[src/mcb_pkg.sv]
// Notes on behaviour
// RULE1: Enable register has 64 flags; a set flag enables reporting of its error.
// RULE2: Writes leave unimplemented enable bits unchanged; only implemented bits take written values.
// RULE3: Legacy mode accepts only all-ones or all-zeros enables; first bank stays untouched.
// RULE4: Status clears only on an all-zero write; any one bit raises a protection fault.
// RULE5: Status 15:0 holds the architectural code, 31:16 the model-specific code.
// RULE6: With capability 10, status 52:38 counts corrected errors until software clears it.
// RULE7: Status bit 52 is a sticky counter overflow, cleared only by software.
// RULE8: Status 56:53 are architectural only with capability 11; otherwise implementation-specific.
// RULE9: With capabilities 11 and 24, bit 56 signals recoverable error, bit 55 action required.
// RULE10: Corrected errors report 54:53 as none, green, yellow; uncorrected leave it undefined.
// RULE11: Bit 57 set when processor context may be corrupted, clear otherwise.
// RULE12: Bit 58 set only when the address register holds the failing address.
// RULE13: Bit 59 set only when the auxiliary register holds extra error details.
// RULE14: Bit 60 set when the logged error had its enable flag set.
// RULE15: Bit 61 set for uncorrected errors, clear for corrected ones.
// RULE16: Bit 62 set when an error arrives with valid already set; software clears it.
// RULE17: Bit 63 set when valid information is logged; software alone clears it.
// RULE18: Enabled beats disabled, uncorrected beats corrected, never uncorrected over valid uncorrected; code lets an enabled one replace a disabled one.
// RULE19: Among corrected errors yellow beats green or untracked; otherwise the newer wins.
// RULE20: On overflow the bank holds wholly new or wholly first event, overflow set.
// RULE21: Unmonitored sources post colour code 00; green or yellow only when monitored.
// RULE22: Absent address register faults on every access; present one clears only on zero.
// RULE23: Error sources strobe an event with its details; the bank updates that same edge.
`default_nettype none
package mcb_pkg;
  localparam int unsigned DATA_W = 64;
  localparam int unsigned CNT_W = 15;
  localparam int unsigned ST_MCA_LSB = 0;
  localparam int unsigned ST_MODEL_LSB = 16;
  localparam int unsigned ST_CNT_LSB = 38;
  localparam int unsigned ST_COLOR_LSB = 53;
  localparam int unsigned ST_AR = 55;
  localparam int unsigned ST_SIG = 56;
  localparam int unsigned ST_PCC = 57;
  localparam int unsigned ST_ADDRESS_VALID_FLAG = 58;
  localparam int unsigned ST_EXTRA_INFO_VALID_FLAG = 59;
  localparam int unsigned ST_EN = 60;
  localparam int unsigned ST_UC = 61;
  localparam int unsigned ST_OVER = 62;
  localparam int unsigned ST_VAL = 63;
  localparam int unsigned CAP_CNT_BIT = 10;
  localparam int unsigned CAP_TES_BIT = 11;
  localparam int unsigned CAP_SER_BIT = 24;
  localparam logic [1:0] COLOR_NONE = 2'h0;
  localparam logic [1:0] COLOR_GREEN = 2'h1;
  localparam logic [1:0] COLOR_YELLOW = 2'h2;
  localparam logic [DATA_W-1:0] ENABLE_RST = 64'h0000000000000000;
  localparam logic [DATA_W-1:0] ADDRESS_RST = 64'h0000000000000000;
  localparam logic [CNT_W-1:0] CNT_RST = 15'h0000;
  localparam logic [DATA_W-1:0] ENABLE_IMPL_DEFAULT = 64'hFFFFFFFFFFFFFFFF;

  typedef enum logic [1:0] {MCB_SEL_ENABLE, MCB_SEL_STATUS, MCB_SEL_ADDRESS, MCB_SEL_NONE} mcb_sel_t;

  typedef struct packed {
    logic [15:0] mca_code;
    logic [15:0] model_code;
    logic [1:0] color;
    logic action_required_flag;
    logic recoverable_uncorrected_error;
    logic context_corrupt_flag;
    logic address_valid_flag;
    logic extra_info_valid_flag;
    logic enabled;
    logic uncorrected_flag;
  } mcb_entry_t;

  localparam mcb_entry_t ENTRY_RST = '0;
endpackage
`default_nettype wire

[src/mcb_arb_if.sv]
`timescale 1ns/1ps
`default_nettype none
interface mcb_arb_if;
  import mcb_pkg::*;
  logic old_valid;
  mcb_entry_t old_e;
  mcb_entry_t new_e;
  logic take_new;
  modport bank (output old_valid, output old_e, output new_e, input take_new);
  modport arb (input old_valid, input old_e, input new_e, output take_new);
endinterface
`default_nettype wire

[src/mcb_overwrite_arb.sv]
`timescale 1ns/1ps
`default_nettype none
module mcb_overwrite_arb (
  mcb_arb_if.arb arb
);
  import mcb_pkg::*;

  always_comb begin
    if (!arb.old_valid) begin
      arb.take_new = 1'b1;
    end else if (arb.new_e.enabled != arb.old_e.enabled) begin
      arb.take_new = arb.new_e.enabled; // RULE18
    end else if (arb.old_e.uncorrected_flag) begin
      // With equal enable flags a valid uncorrected entry is kept, even against another one
      arb.take_new = 1'b0; // RULE18
    end else if (arb.new_e.uncorrected_flag) begin
      arb.take_new = 1'b1; // RULE18
    end else if (arb.old_e.color == COLOR_YELLOW && arb.new_e.color != COLOR_YELLOW) begin
      arb.take_new = 1'b0; // RULE19
    end else begin
      // Yellow after yellow may keep either; the newer is kept
      arb.take_new = 1'b1; // RULE19
    end
  end
endmodule
`default_nettype wire

[src/mcb_bank.sv]
`timescale 1ns/1ps
`default_nettype none
module mcb_bank #(
  parameter logic [63:0] ENABLE_IMPL = mcb_pkg::ENABLE_IMPL_DEFAULT,
  parameter bit ADDR_IMPL = 1'b1,
  parameter bit MISC_IMPL = 1'b0
) (
  input wire logic core_clk_i,
  input wire logic rst_n_i,
  input wire logic [mcb_pkg::DATA_W-1:0] global_capability_register_i,
  input wire logic legacy_mode_i,
  input wire logic first_bank_i,
  input wire logic msr_req_i,
  input wire logic msr_we_i,
  input wire mcb_pkg::mcb_sel_t msr_sel_i,
  input wire logic [mcb_pkg::DATA_W-1:0] msr_wdata_i,
  output logic msr_ack_o,
  output logic msr_gp_fault_o,
  output logic [mcb_pkg::DATA_W-1:0] msr_rdata_o,
  input wire logic evt_valid_i,
  input wire logic [5:0] evt_src_idx_i,
  input wire logic [15:0] evt_mca_code_i,
  input wire logic [15:0] evt_model_code_i,
  input wire logic evt_uc_i,
  input wire logic evt_pcc_i,
  input wire logic evt_monitored_i,
  input wire logic [1:0] evt_color_i,
  input wire logic evt_signal_i,
  input wire logic evt_ar_i,
  input wire logic evt_addr_valid_i,
  input wire logic [mcb_pkg::DATA_W-1:0] evt_addr_i,
  input wire logic evt_misc_valid_i
);
  import mcb_pkg::*;

  logic [DATA_W-1:0] ctl_reg, ctl_next;
  mcb_entry_t entry_reg, entry_next;
  logic val_reg, val_next;
  logic over_reg, over_next;
  logic [CNT_W-1:0] cnt_reg, cnt_next;
  logic [DATA_W-1:0] addr_reg, addr_next;
  logic ack_reg, ack_next;
  logic gp_reg, gp_next;
  logic [DATA_W-1:0] rdata_reg, rdata_next;
  logic status_clr;
  logic cap_cnt, cap_tes, cap_ser;
  mcb_arb_if arb_if ();

  assign cap_cnt = global_capability_register_i[CAP_CNT_BIT];
  assign cap_tes = global_capability_register_i[CAP_TES_BIT];
  assign cap_ser = global_capability_register_i[CAP_SER_BIT];

  function automatic logic is_write(input logic req, input logic we, input mcb_sel_t sel, input mcb_sel_t which);
    is_write = req && we && (sel == which);
  endfunction

  // Software's view of the status word, gated by the capability bits
  function automatic logic [DATA_W-1:0] status_view(input mcb_entry_t e, input logic val, input logic over,
                                                     input logic [CNT_W-1:0] cnt, input logic c_cnt,
                                                     input logic c_tes, input logic c_ser);
    logic [DATA_W-1:0] v;
    v = '0;
    v[ST_MCA_LSB +: 16] = e.mca_code; // RULE5
    v[ST_MODEL_LSB +: 16] = e.model_code; // RULE5
    if (c_cnt) begin
      v[ST_CNT_LSB +: CNT_W] = cnt; // RULE6
    end
    if (c_tes) begin
      v[ST_COLOR_LSB +: 2] = e.color; // RULE8 RULE10
      if (c_ser) begin
        v[ST_AR] = e.action_required_flag; // RULE9
        v[ST_SIG] = e.recoverable_uncorrected_error; // RULE9
      end
    end
    v[ST_PCC] = e.context_corrupt_flag; // RULE11
    v[ST_ADDRESS_VALID_FLAG] = e.address_valid_flag; // RULE12
    v[ST_EXTRA_INFO_VALID_FLAG] = e.extra_info_valid_flag; // RULE13
    v[ST_EN] = e.enabled; // RULE14
    v[ST_UC] = e.uncorrected_flag; // RULE15
    v[ST_OVER] = over; // RULE16
    v[ST_VAL] = val; // RULE17
    status_view = v;
  endfunction

  // Event capture; the colour field is forced to untracked for unmonitored or uncorrected sources
  always_comb begin
    arb_if.new_e.mca_code = evt_mca_code_i; // RULE23
    arb_if.new_e.model_code = evt_model_code_i;
    arb_if.new_e.color = (evt_monitored_i && !evt_uc_i && evt_color_i != 2'h3) ? evt_color_i : COLOR_NONE; // RULE21
    arb_if.new_e.action_required_flag = evt_ar_i;
    arb_if.new_e.recoverable_uncorrected_error = evt_signal_i;
    arb_if.new_e.context_corrupt_flag = evt_pcc_i; // RULE11
    arb_if.new_e.address_valid_flag = evt_addr_valid_i && ADDR_IMPL; // RULE12
    arb_if.new_e.extra_info_valid_flag = evt_misc_valid_i && MISC_IMPL; // RULE13
    arb_if.new_e.enabled = ctl_reg[evt_src_idx_i]; // RULE1 RULE14
    arb_if.new_e.uncorrected_flag = evt_uc_i; // RULE15
  end

  assign status_clr = is_write(msr_req_i, msr_we_i, msr_sel_i, MCB_SEL_STATUS) && (msr_wdata_i == '0);
  // A clear in the same cycle as an event lets the event land in the emptied bank
  assign arb_if.old_valid = val_reg && !status_clr;
  assign arb_if.old_e = entry_reg;

  mcb_overwrite_arb u_arb (
    .arb(arb_if.arb)
  );

  always_comb begin
    ctl_next = ctl_reg;
    entry_next = entry_reg;
    val_next = val_reg;
    over_next = over_reg;
    cnt_next = cnt_reg;
    addr_next = addr_reg;
    ack_next = 1'b0;
    gp_next = 1'b0;
    rdata_next = rdata_reg;
    if (msr_req_i) begin
      ack_next = 1'b1;
      rdata_next = '0;
      unique case (msr_sel_i)
        MCB_SEL_ENABLE: begin
          if (!msr_we_i) begin
            rdata_next = ctl_reg;
          end else if (legacy_mode_i) begin
            if (msr_wdata_i != '0 && msr_wdata_i != '1) begin
              gp_next = 1'b1; // RULE3
            end else if (!first_bank_i) begin
              ctl_next = msr_wdata_i & ENABLE_IMPL; // RULE3
            end
          end else begin
            ctl_next = (ctl_reg & ~ENABLE_IMPL) | (msr_wdata_i & ENABLE_IMPL); // RULE1 RULE2
          end
        end
        MCB_SEL_STATUS: begin
          if (!msr_we_i) begin
            rdata_next = status_view(entry_reg, val_reg, over_reg, cnt_reg, cap_cnt, cap_tes, cap_ser);
          end else if (msr_wdata_i != '0) begin
            gp_next = 1'b1; // RULE4
          end else begin
            entry_next = ENTRY_RST; // RULE4
            val_next = 1'b0; // RULE17
            over_next = 1'b0; // RULE16
            cnt_next = CNT_RST; // RULE6 RULE7
          end
        end
        MCB_SEL_ADDRESS: begin
          if (!ADDR_IMPL) begin
            gp_next = 1'b1; // RULE22
          end else if (!msr_we_i) begin
            rdata_next = addr_reg;
          end else if (msr_wdata_i != '0) begin
            gp_next = 1'b1; // RULE22
          end else begin
            addr_next = ADDRESS_RST; // RULE22
          end
        end
        MCB_SEL_NONE: begin
          gp_next = 1'b1;
        end
      endcase
    end
    if (evt_valid_i) begin
      if (cap_cnt && !evt_uc_i) begin
        // Low bits wrap; the top bit records that a wrap ever happened
        cnt_next[CNT_W-2:0] = cnt_next[CNT_W-2:0] + 14'h0001; // RULE6
        if (&cnt_next[CNT_W-2:0] == 1'b0 && &cnt_reg[CNT_W-2:0] && !status_clr) begin
          cnt_next[CNT_W-1] = 1'b1; // RULE7
        end
      end
      if (arb_if.take_new) begin
        entry_next = arb_if.new_e; // RULE20
        if (arb_if.new_e.address_valid_flag) begin
          addr_next = evt_addr_i; // RULE12
        end
      end
      val_next = 1'b1; // RULE17
      if (arb_if.old_valid) begin
        over_next = 1'b1; // RULE16 RULE20
      end
    end
  end

  always_ff @(posedge core_clk_i) begin
    if (!rst_n_i) begin
      ctl_reg <= ENABLE_RST;
      entry_reg <= ENTRY_RST;
      val_reg <= 1'b0;
      over_reg <= 1'b0;
      cnt_reg <= CNT_RST;
      addr_reg <= ADDRESS_RST;
      ack_reg <= 1'b0;
      gp_reg <= 1'b0;
      rdata_reg <= '0;
    end else begin
      ctl_reg <= ctl_next;
      entry_reg <= entry_next;
      val_reg <= val_next;
      over_reg <= over_next;
      cnt_reg <= cnt_next;
      addr_reg <= addr_next;
      ack_reg <= ack_next;
      gp_reg <= gp_next;
      rdata_reg <= rdata_next;
    end
  end

  assign msr_ack_o = ack_reg;
  assign msr_gp_fault_o = gp_reg;
  assign msr_rdata_o = rdata_reg;
endmodule
`default_nettype wire

[config.mk]
export PLATFORM = sky130hd
export DESIGN_NAME = mcb_bank
export DESIGN_NICKNAME = d
export VERILOG_FILES = /design/src/mcb_pkg.sv /design/src/mcb_arb_if.sv /design/src/mcb_overwrite_arb.sv /design/src/mcb_bank.sv
export SDC_FILE = /design/constraint.sdc
export NUM_CORES = 1
export LEC_CHECK = 0
export BUFFER_PORTS_ARGS = -buffer_cell sky130_fd_sc_hd__buf_2
export CAP_MARGIN = 5
export CORE_MARGIN = 4
export CORE_UTILIZATION = 52
export DETAILED_ROUTE_END_ITERATION = 7
export PLACE_DENSITY = 0.8
export SYNTH_ARGS = -nofsm -noshare
export SYNTH_HDL_FRONTEND = slang
export SYNTH_HIERARCHICAL = 1
export SYNTH_SLANG_ARGS = --single-unit
[constraint.sdc]
create_clock -name core_clk_i -period 3.71 [get_ports core_clk_i]
set_input_delay 0 -clock core_clk_i [delete_from_list [all_inputs] [get_ports core_clk_i]]
set_output_delay 0 -clock core_clk_i [all_outputs]
set_load 0.05 [all_outputs]
; Yosys cells after proc, flatten, opt, wreduce, memory -nomap -nowiden
; Cells that the tools add are included.
[totals]
ff_bits = 252
inputBits = 248
out_inout_bits = 66
[op_classes]
addsub = 1
magnitude_cmp = 1
n_eq_ne = 11
muxes = 56
n_bitwise = 1
n_reduce_logical = 25
[op_table]
columns = cell, n
row1 = 64-bit 2-to-1 mux, 13
row2 = 41-bit 2-to-1 mux, 6
row3 = 64-bit one-hot mux with 3 select lines, 1
row4 = 15-bit 2-to-1 mux, 7
row5 = 64-bit logical NOT, 1
row6 = "64-bit != test, second input constant", 1
row7 = 64-bit nonzero test, 1
row8 = 14-bit AND reduction, 2
row9 = 1-bit 2-to-1 mux, 24
row10 = "14-bit by 1-bit adder with 14-bit output, second input constant", 1
row11 = 1-bit logical AND, 11
row12 = "2-bit != test, second input constant", 5
row13 = "6-bit by 7-bit less-than comparator with 1-bit output, second input constant", 1
row14 = 1-bit binary-select mux with 6-bit select, 1
row15 = "2-bit equality test, second input constant", 3
row16 = 2-bit nonzero test, 3
row17 = 5-bit AND reduction, 1
row18 = 2-bit 2-to-1 mux, 2
row19 = 4-bit 2-to-1 mux, 1
row20 = 4-bit AND reduction, 1
row21 = 1-bit one-hot mux with 3 select lines, 1
row22 = "2-bit by 1-bit equality test with 1-bit output, second input constant", 1
row23 = 1-bit logical NOT, 2
row24 = 2-bit logical NOT, 1
row25 = other kinds (4), 4

; Logic depth before layout (Yosys ltp)
[logic_depth]
ltp_word = 13
ltp_mapped = 16

; Cells and area by module
; The synthesis kept the hierarchy.
[modules_own_cells]
columns = module, instances, cells_per_inst, area_each_um2, seq_area_each_um2
row1 = mcb_bank, 1, 1274, 10558.9, 5044.8
row2 = mcb_overwrite_arb, 1, 7, 50.0, 0.0

; Worst setup path after synthesis
; No wires, ideal clock.
[synth_timing]
path_kind = input -> register
startpoint = in evt_src_idx_i[1]
endpoint = reg addr_reg[10]
setup_time_ns = 0.065
arrival_time_ns = 2.676
t_required_ns = 3.645
setup_slack_ns = 0.969
stages = 16
n_path_buf = 3
path_cell_list = clkbuf_1 > clkbuf_1 > mux2i_1 > a22oi_1 > nand3_1 > nand2_1 > o21ai_0 > nand2_1 > inv_1 > o211ai_1 > and3_1 > and3_1 > a41oi_1 > clkbuf_1 > a22oi_1 > nor2_1
[synth_lines]
columns = item, line
row1 = "start, declared", mcb_bank.sv:21  ; input wire logic [5:0] evt_src_idx_i,
row2 = "end signal, assigned", mcb_bank.sv:201  ; addr_reg <= addr_next;
row3 = "end, declared", mcb_bank.sv:41  ; logic [DATA_W-1:0] addr_reg, addr_next;

; Worst setup path in the final report
[layout_timing]
startpoint = in msr_wdata_i[29] in the netlist's numbering
endpoint = reg ctl_reg[34]
[layout_between]
elab_chain_len = 4
word_cells_on_any_way = 5
cone_classes = 2 x eq/ne / 3 x reduce/logical
[layout_lines]
columns = item, line
row1 = "start, declared", mcb_bank.sv:16  ; input wire logic [mcb_pkg::DATA_W-1:0] msr_wdata_i,
row2 = 64-bit != test or 64-bit nonzero test (tied branches), mcb_bank.sv:126  ; if (msr_wdata_i != '0 && msr_wdata_i != '1) begin
row3 = 1-bit logical AND (*), mcb_bank.sv:126
row4 = 2-bit != test (no source line) (*), n/a
row5 = 5-bit AND reduction (no source line) (*), n/a
row6 = "end signal, assigned", mcb_bank.sv:196  ; ctl_reg <= ctl_next;
row7 = "end, declared", mcb_bank.sv:36  ; logic [DATA_W-1:0] ctl_reg, ctl_next;
; Mark *: on every way between the ends. The rest lies on a longest branch, timed or not.
; A chain may end at the register's enable or synchronous reset.

==> flow_metrics.py <==
metrics = {
    "clocking": {
        "cts_htree_levels": 1,
        "number_of_buffers_on_the_longest_clock_path": 3,
        "worst_skew_pair_later_pin_latency_ps": 520,
        "clkTransAtPathRegs_ps": 60,
        "cts.root.buffer_cell": "sky130_fd_sc_hd__clkbuf_16",
        "post-cts-setup-buffers": 0,
        "tritoncts": "built",
        "clock_sink_count": 252,
        "cts.hold.buffers_added": 190,
        "tritoncts.num_buffers": 26,
        "post_cts_resize_count": 0,
    },
    "timing": {
        "tightest_slew_ps": 960,
        "report.final.setup_viol": 0,
        "unrepaired_setup_endpoints_after_global_routing": "no",
        "worst_slew_margin_rel": 0.360,
        "finalHoldViolCount": 0,
        "setup_total_negative_slack_ps": 0,
        "final.period_utilization": 0.947,
        "timing_max_transition_violations_final": 0,
        "timing.clock.skew_ps": 9.17,
        "highest_clock_rate_mhz": 285,
        "period_minus_slack_ps": 3510,
    },
    "outcome": {
        "failed_checks": "design-rule violations",
        "run_status": "finished, violations left",
    },
    "grt": {
        "first_global_vias": 11900,
        "grt_start_max_net_pins": 104,
        "grt_pass1_wl_um": 63100,
        "grt_antenna_before_repair": 4,
        "globalRoute.totalOverflow": 0,
        "global_routing_usage_summed_across_all_routing_layers": 0.346,
    },
    "logic_synthesis": {
        "synth.cell_area_mm2": 0.0106,
        "postSynthNetCount": 1533,
        "post_syn_instances": 1280,
        "yosys_warnings": 6,
        "syn_area_per_cell_um2": 8.29,
    },
    "detailed_routing": {
        "wl_met1_um": 14800,
        "met2WireLength_um": 20300,
        "first_pass_iters": 8,
        "post-route-drc-count": 13,
        "postRouteAntennaNets": 0,
        "met3WireLength_um": 4200,
        "drt-initial-drc-count": 1701,
        "highest_signal_layer_in_the_routed_design": "met4",
        "routed_wl_um": 41400,
        "wire_per_inst_um": 21.3,
        "dr_total_vias": 12200,
        "routed_via_density": 6.27,
    },
    "setup_path": {
        "critical_path.max_stage_delay_ps": 620,
        "endpoint_type_of_the_worst_setup_path": "flip-flop",
        "rr_startpoint": "ctl_reg[34]",
        "critical_path.max_fanout": 79,
        "worst_setup_path_start_kind": "primary input",
        "r2r_setup_slk_ps": 730,
        "arrival_ps": 3950,
        "cp_num_buf_inv": 4,
        "r2r.worst_path.cells": 13,
        "criticalPathCategory": "in2reg",
        "crit_cells": 10,
        "crit_chain": "dlygate4sd3_1, buf_2, nor4_1, nand4_1, or4_4, a221oi_4, buf_4, nand3_1, dlygate4sd3_1, o21ai_0",
        "cp_common_cell": "sky130_fd_sc_hd__dlygate4sd3_1",
        "timing.critical_path.slowest_stage_cell": "sky130_fd_sc_hd__dlygate4sd3_1",
        "critical_path.endpoint": "ctl_reg[34]",
        "startpoint": "msr_wdata_i[29]",
        "reg2reg_capture_point": "addr_reg[5]",
        "worst-endpoint-required_ps": 4150,
        "critical-path-top-delay-family": "buffers and inverters",
    },
    "power": {
        "power.leakage_nw": 5.84,
        "largest_vdd_supply_drop_mv": 0.316,
        "finalPower_w": 0.00618,
        "pwr_density_cell_mw_per_mm2": 420,
    },
    "layout": {
        "drive_above_1_share": 0.195,
        "nNetsFinal": 1906,
        "syn2layout_area_growth_pct": 38.6,
        "layout.cell_area.non_filler_mm2": 0.0147,
    },
    "floorplanning": {
        "floorplan.die.height_um": 151,
        "floorplan.initialDensity": 0.536,
        "num_io_pins": 314,
        "area_inside_the_core_boundary_mm2": 0.0198,
        "chipWidth_um": 151,
        "rows": 51,
        "dieArea_mm2": 0.0227,
    },
    "flow_run": {
        "cap_viol_max_count": 0,
    },
    "place": {
        "placed_instance_area_mm2": 0.0119,
        "gp_congestion": 0.996,
        "numPortBuffers": 251,
        "dp_hpwl_um": 23900,
    },
    "worst_hold_path": {
        "worst_hold_path_type": "in2reg",
    },
}
[area by class of cell]
type                    instances  area [µm²]
fillers                      1385        5080
clock inverters                 8        42.5
repair buffers                461        3370
inverters                       8        32.5
diodes                          4        10.0
flip-flops and latches        252        5040
multi-input cells             904        5060
clock buffers                  40         805
well taps                     265         332
[per-stage QoR]
| step | worst slack [ps] | hold WS, ps | utilization | instances |
|---|---|---|---|---|
| 6_report | 197 | 19.2 | 0.743 | 1942 |
| 4_1_cts | 403 | 10.8 | 0.743 | 1938 |
| 3_5_place_dp | 651 | 248 | 0.604 | 1700 |
| 2_1_floorplan | 969 | 124 | - | 1280 |
| 3_3_place_gp | 718 | 245 | 0.604 | 1700 |
| 5_1_grt | 104 | 72.8 | 0.743 | 1942 |
[metal layers]
metal,vias up,global-route usage
met5,-,0
met4,0,0.166
met3,189,0.0673
met2,914,0.597
met1,5681,0.415
li1,5402,-
[cells in the final DEF, fill, tap and decap left out, types with 7 or more instances in the layout]
cell type                       count
sky130_fd_sc_hd__a21oi_1          110
sky130_fd_sc_hd__a222oi_1          58
sky130_fd_sc_hd__a22oi_1           77
sky130_fd_sc_hd__and2_1             8
sky130_fd_sc_hd__buf_2            250
sky130_fd_sc_hd__buf_4             16
sky130_fd_sc_hd__clkbuf_16         27
sky130_fd_sc_hd__clkbuf_8           8
sky130_fd_sc_hd__clkinv_2           7
sky130_fd_sc_hd__dfxtp_1          252
sky130_fd_sc_hd__dlygate4sd3_1    190
sky130_fd_sc_hd__mux2i_1           29
sky130_fd_sc_hd__nand2_1          125
sky130_fd_sc_hd__nand3_1          115
sky130_fd_sc_hd__nand4_1           25
sky130_fd_sc_hd__nor2_1           214
sky130_fd_sc_hd__nor4_1            21
sky130_fd_sc_hd__o21ai_0           55
sky130_fd_sc_hd__o21ai_1           10
sky130_fd_sc_hd__xor2_1             7
[worst min-delay path by stage]
stage | start | to | slack, ps | cells past startpoint
4_1_cts | global_capability_register_i[11] | msr_rdata_o[53] | 10 | 6
6_report | evt_src_idx_i[4] | arb_if.old_e[1] | 20 | 3
5_1_grt | evt_src_idx_i[4] | arb_if.old_e[1] | 70 | 4
2_1_floorplan | evt_valid_i | val_reg | 120 | 1
3_3_place_gp | msr_wdata_i[7] | ctl_reg[7] | 240 | 3
3_5_place_dp | evt_model_code_i[14] | arb_if.old_e[23] | 250 | 3
[power breakdown]
part / switching (W) / leakage [nW] / internal (W)
Clock: 0.00110 / 0.424 / 0.00149
Combinational: 0.000425 / 3.37 / 0.000325
Sequential: 0.0000509 / 2.05 / 0.00278
[tightest hold or removal path: stages]
cell	delay (ps)
sky130_fd_sc_hd__buf_2	140
sky130_fd_sc_hd__o21ai_0	250
sky130_fd_sc_hd__a311oi_1	100
No activity file was read; power rests on OpenSTA's default activity.
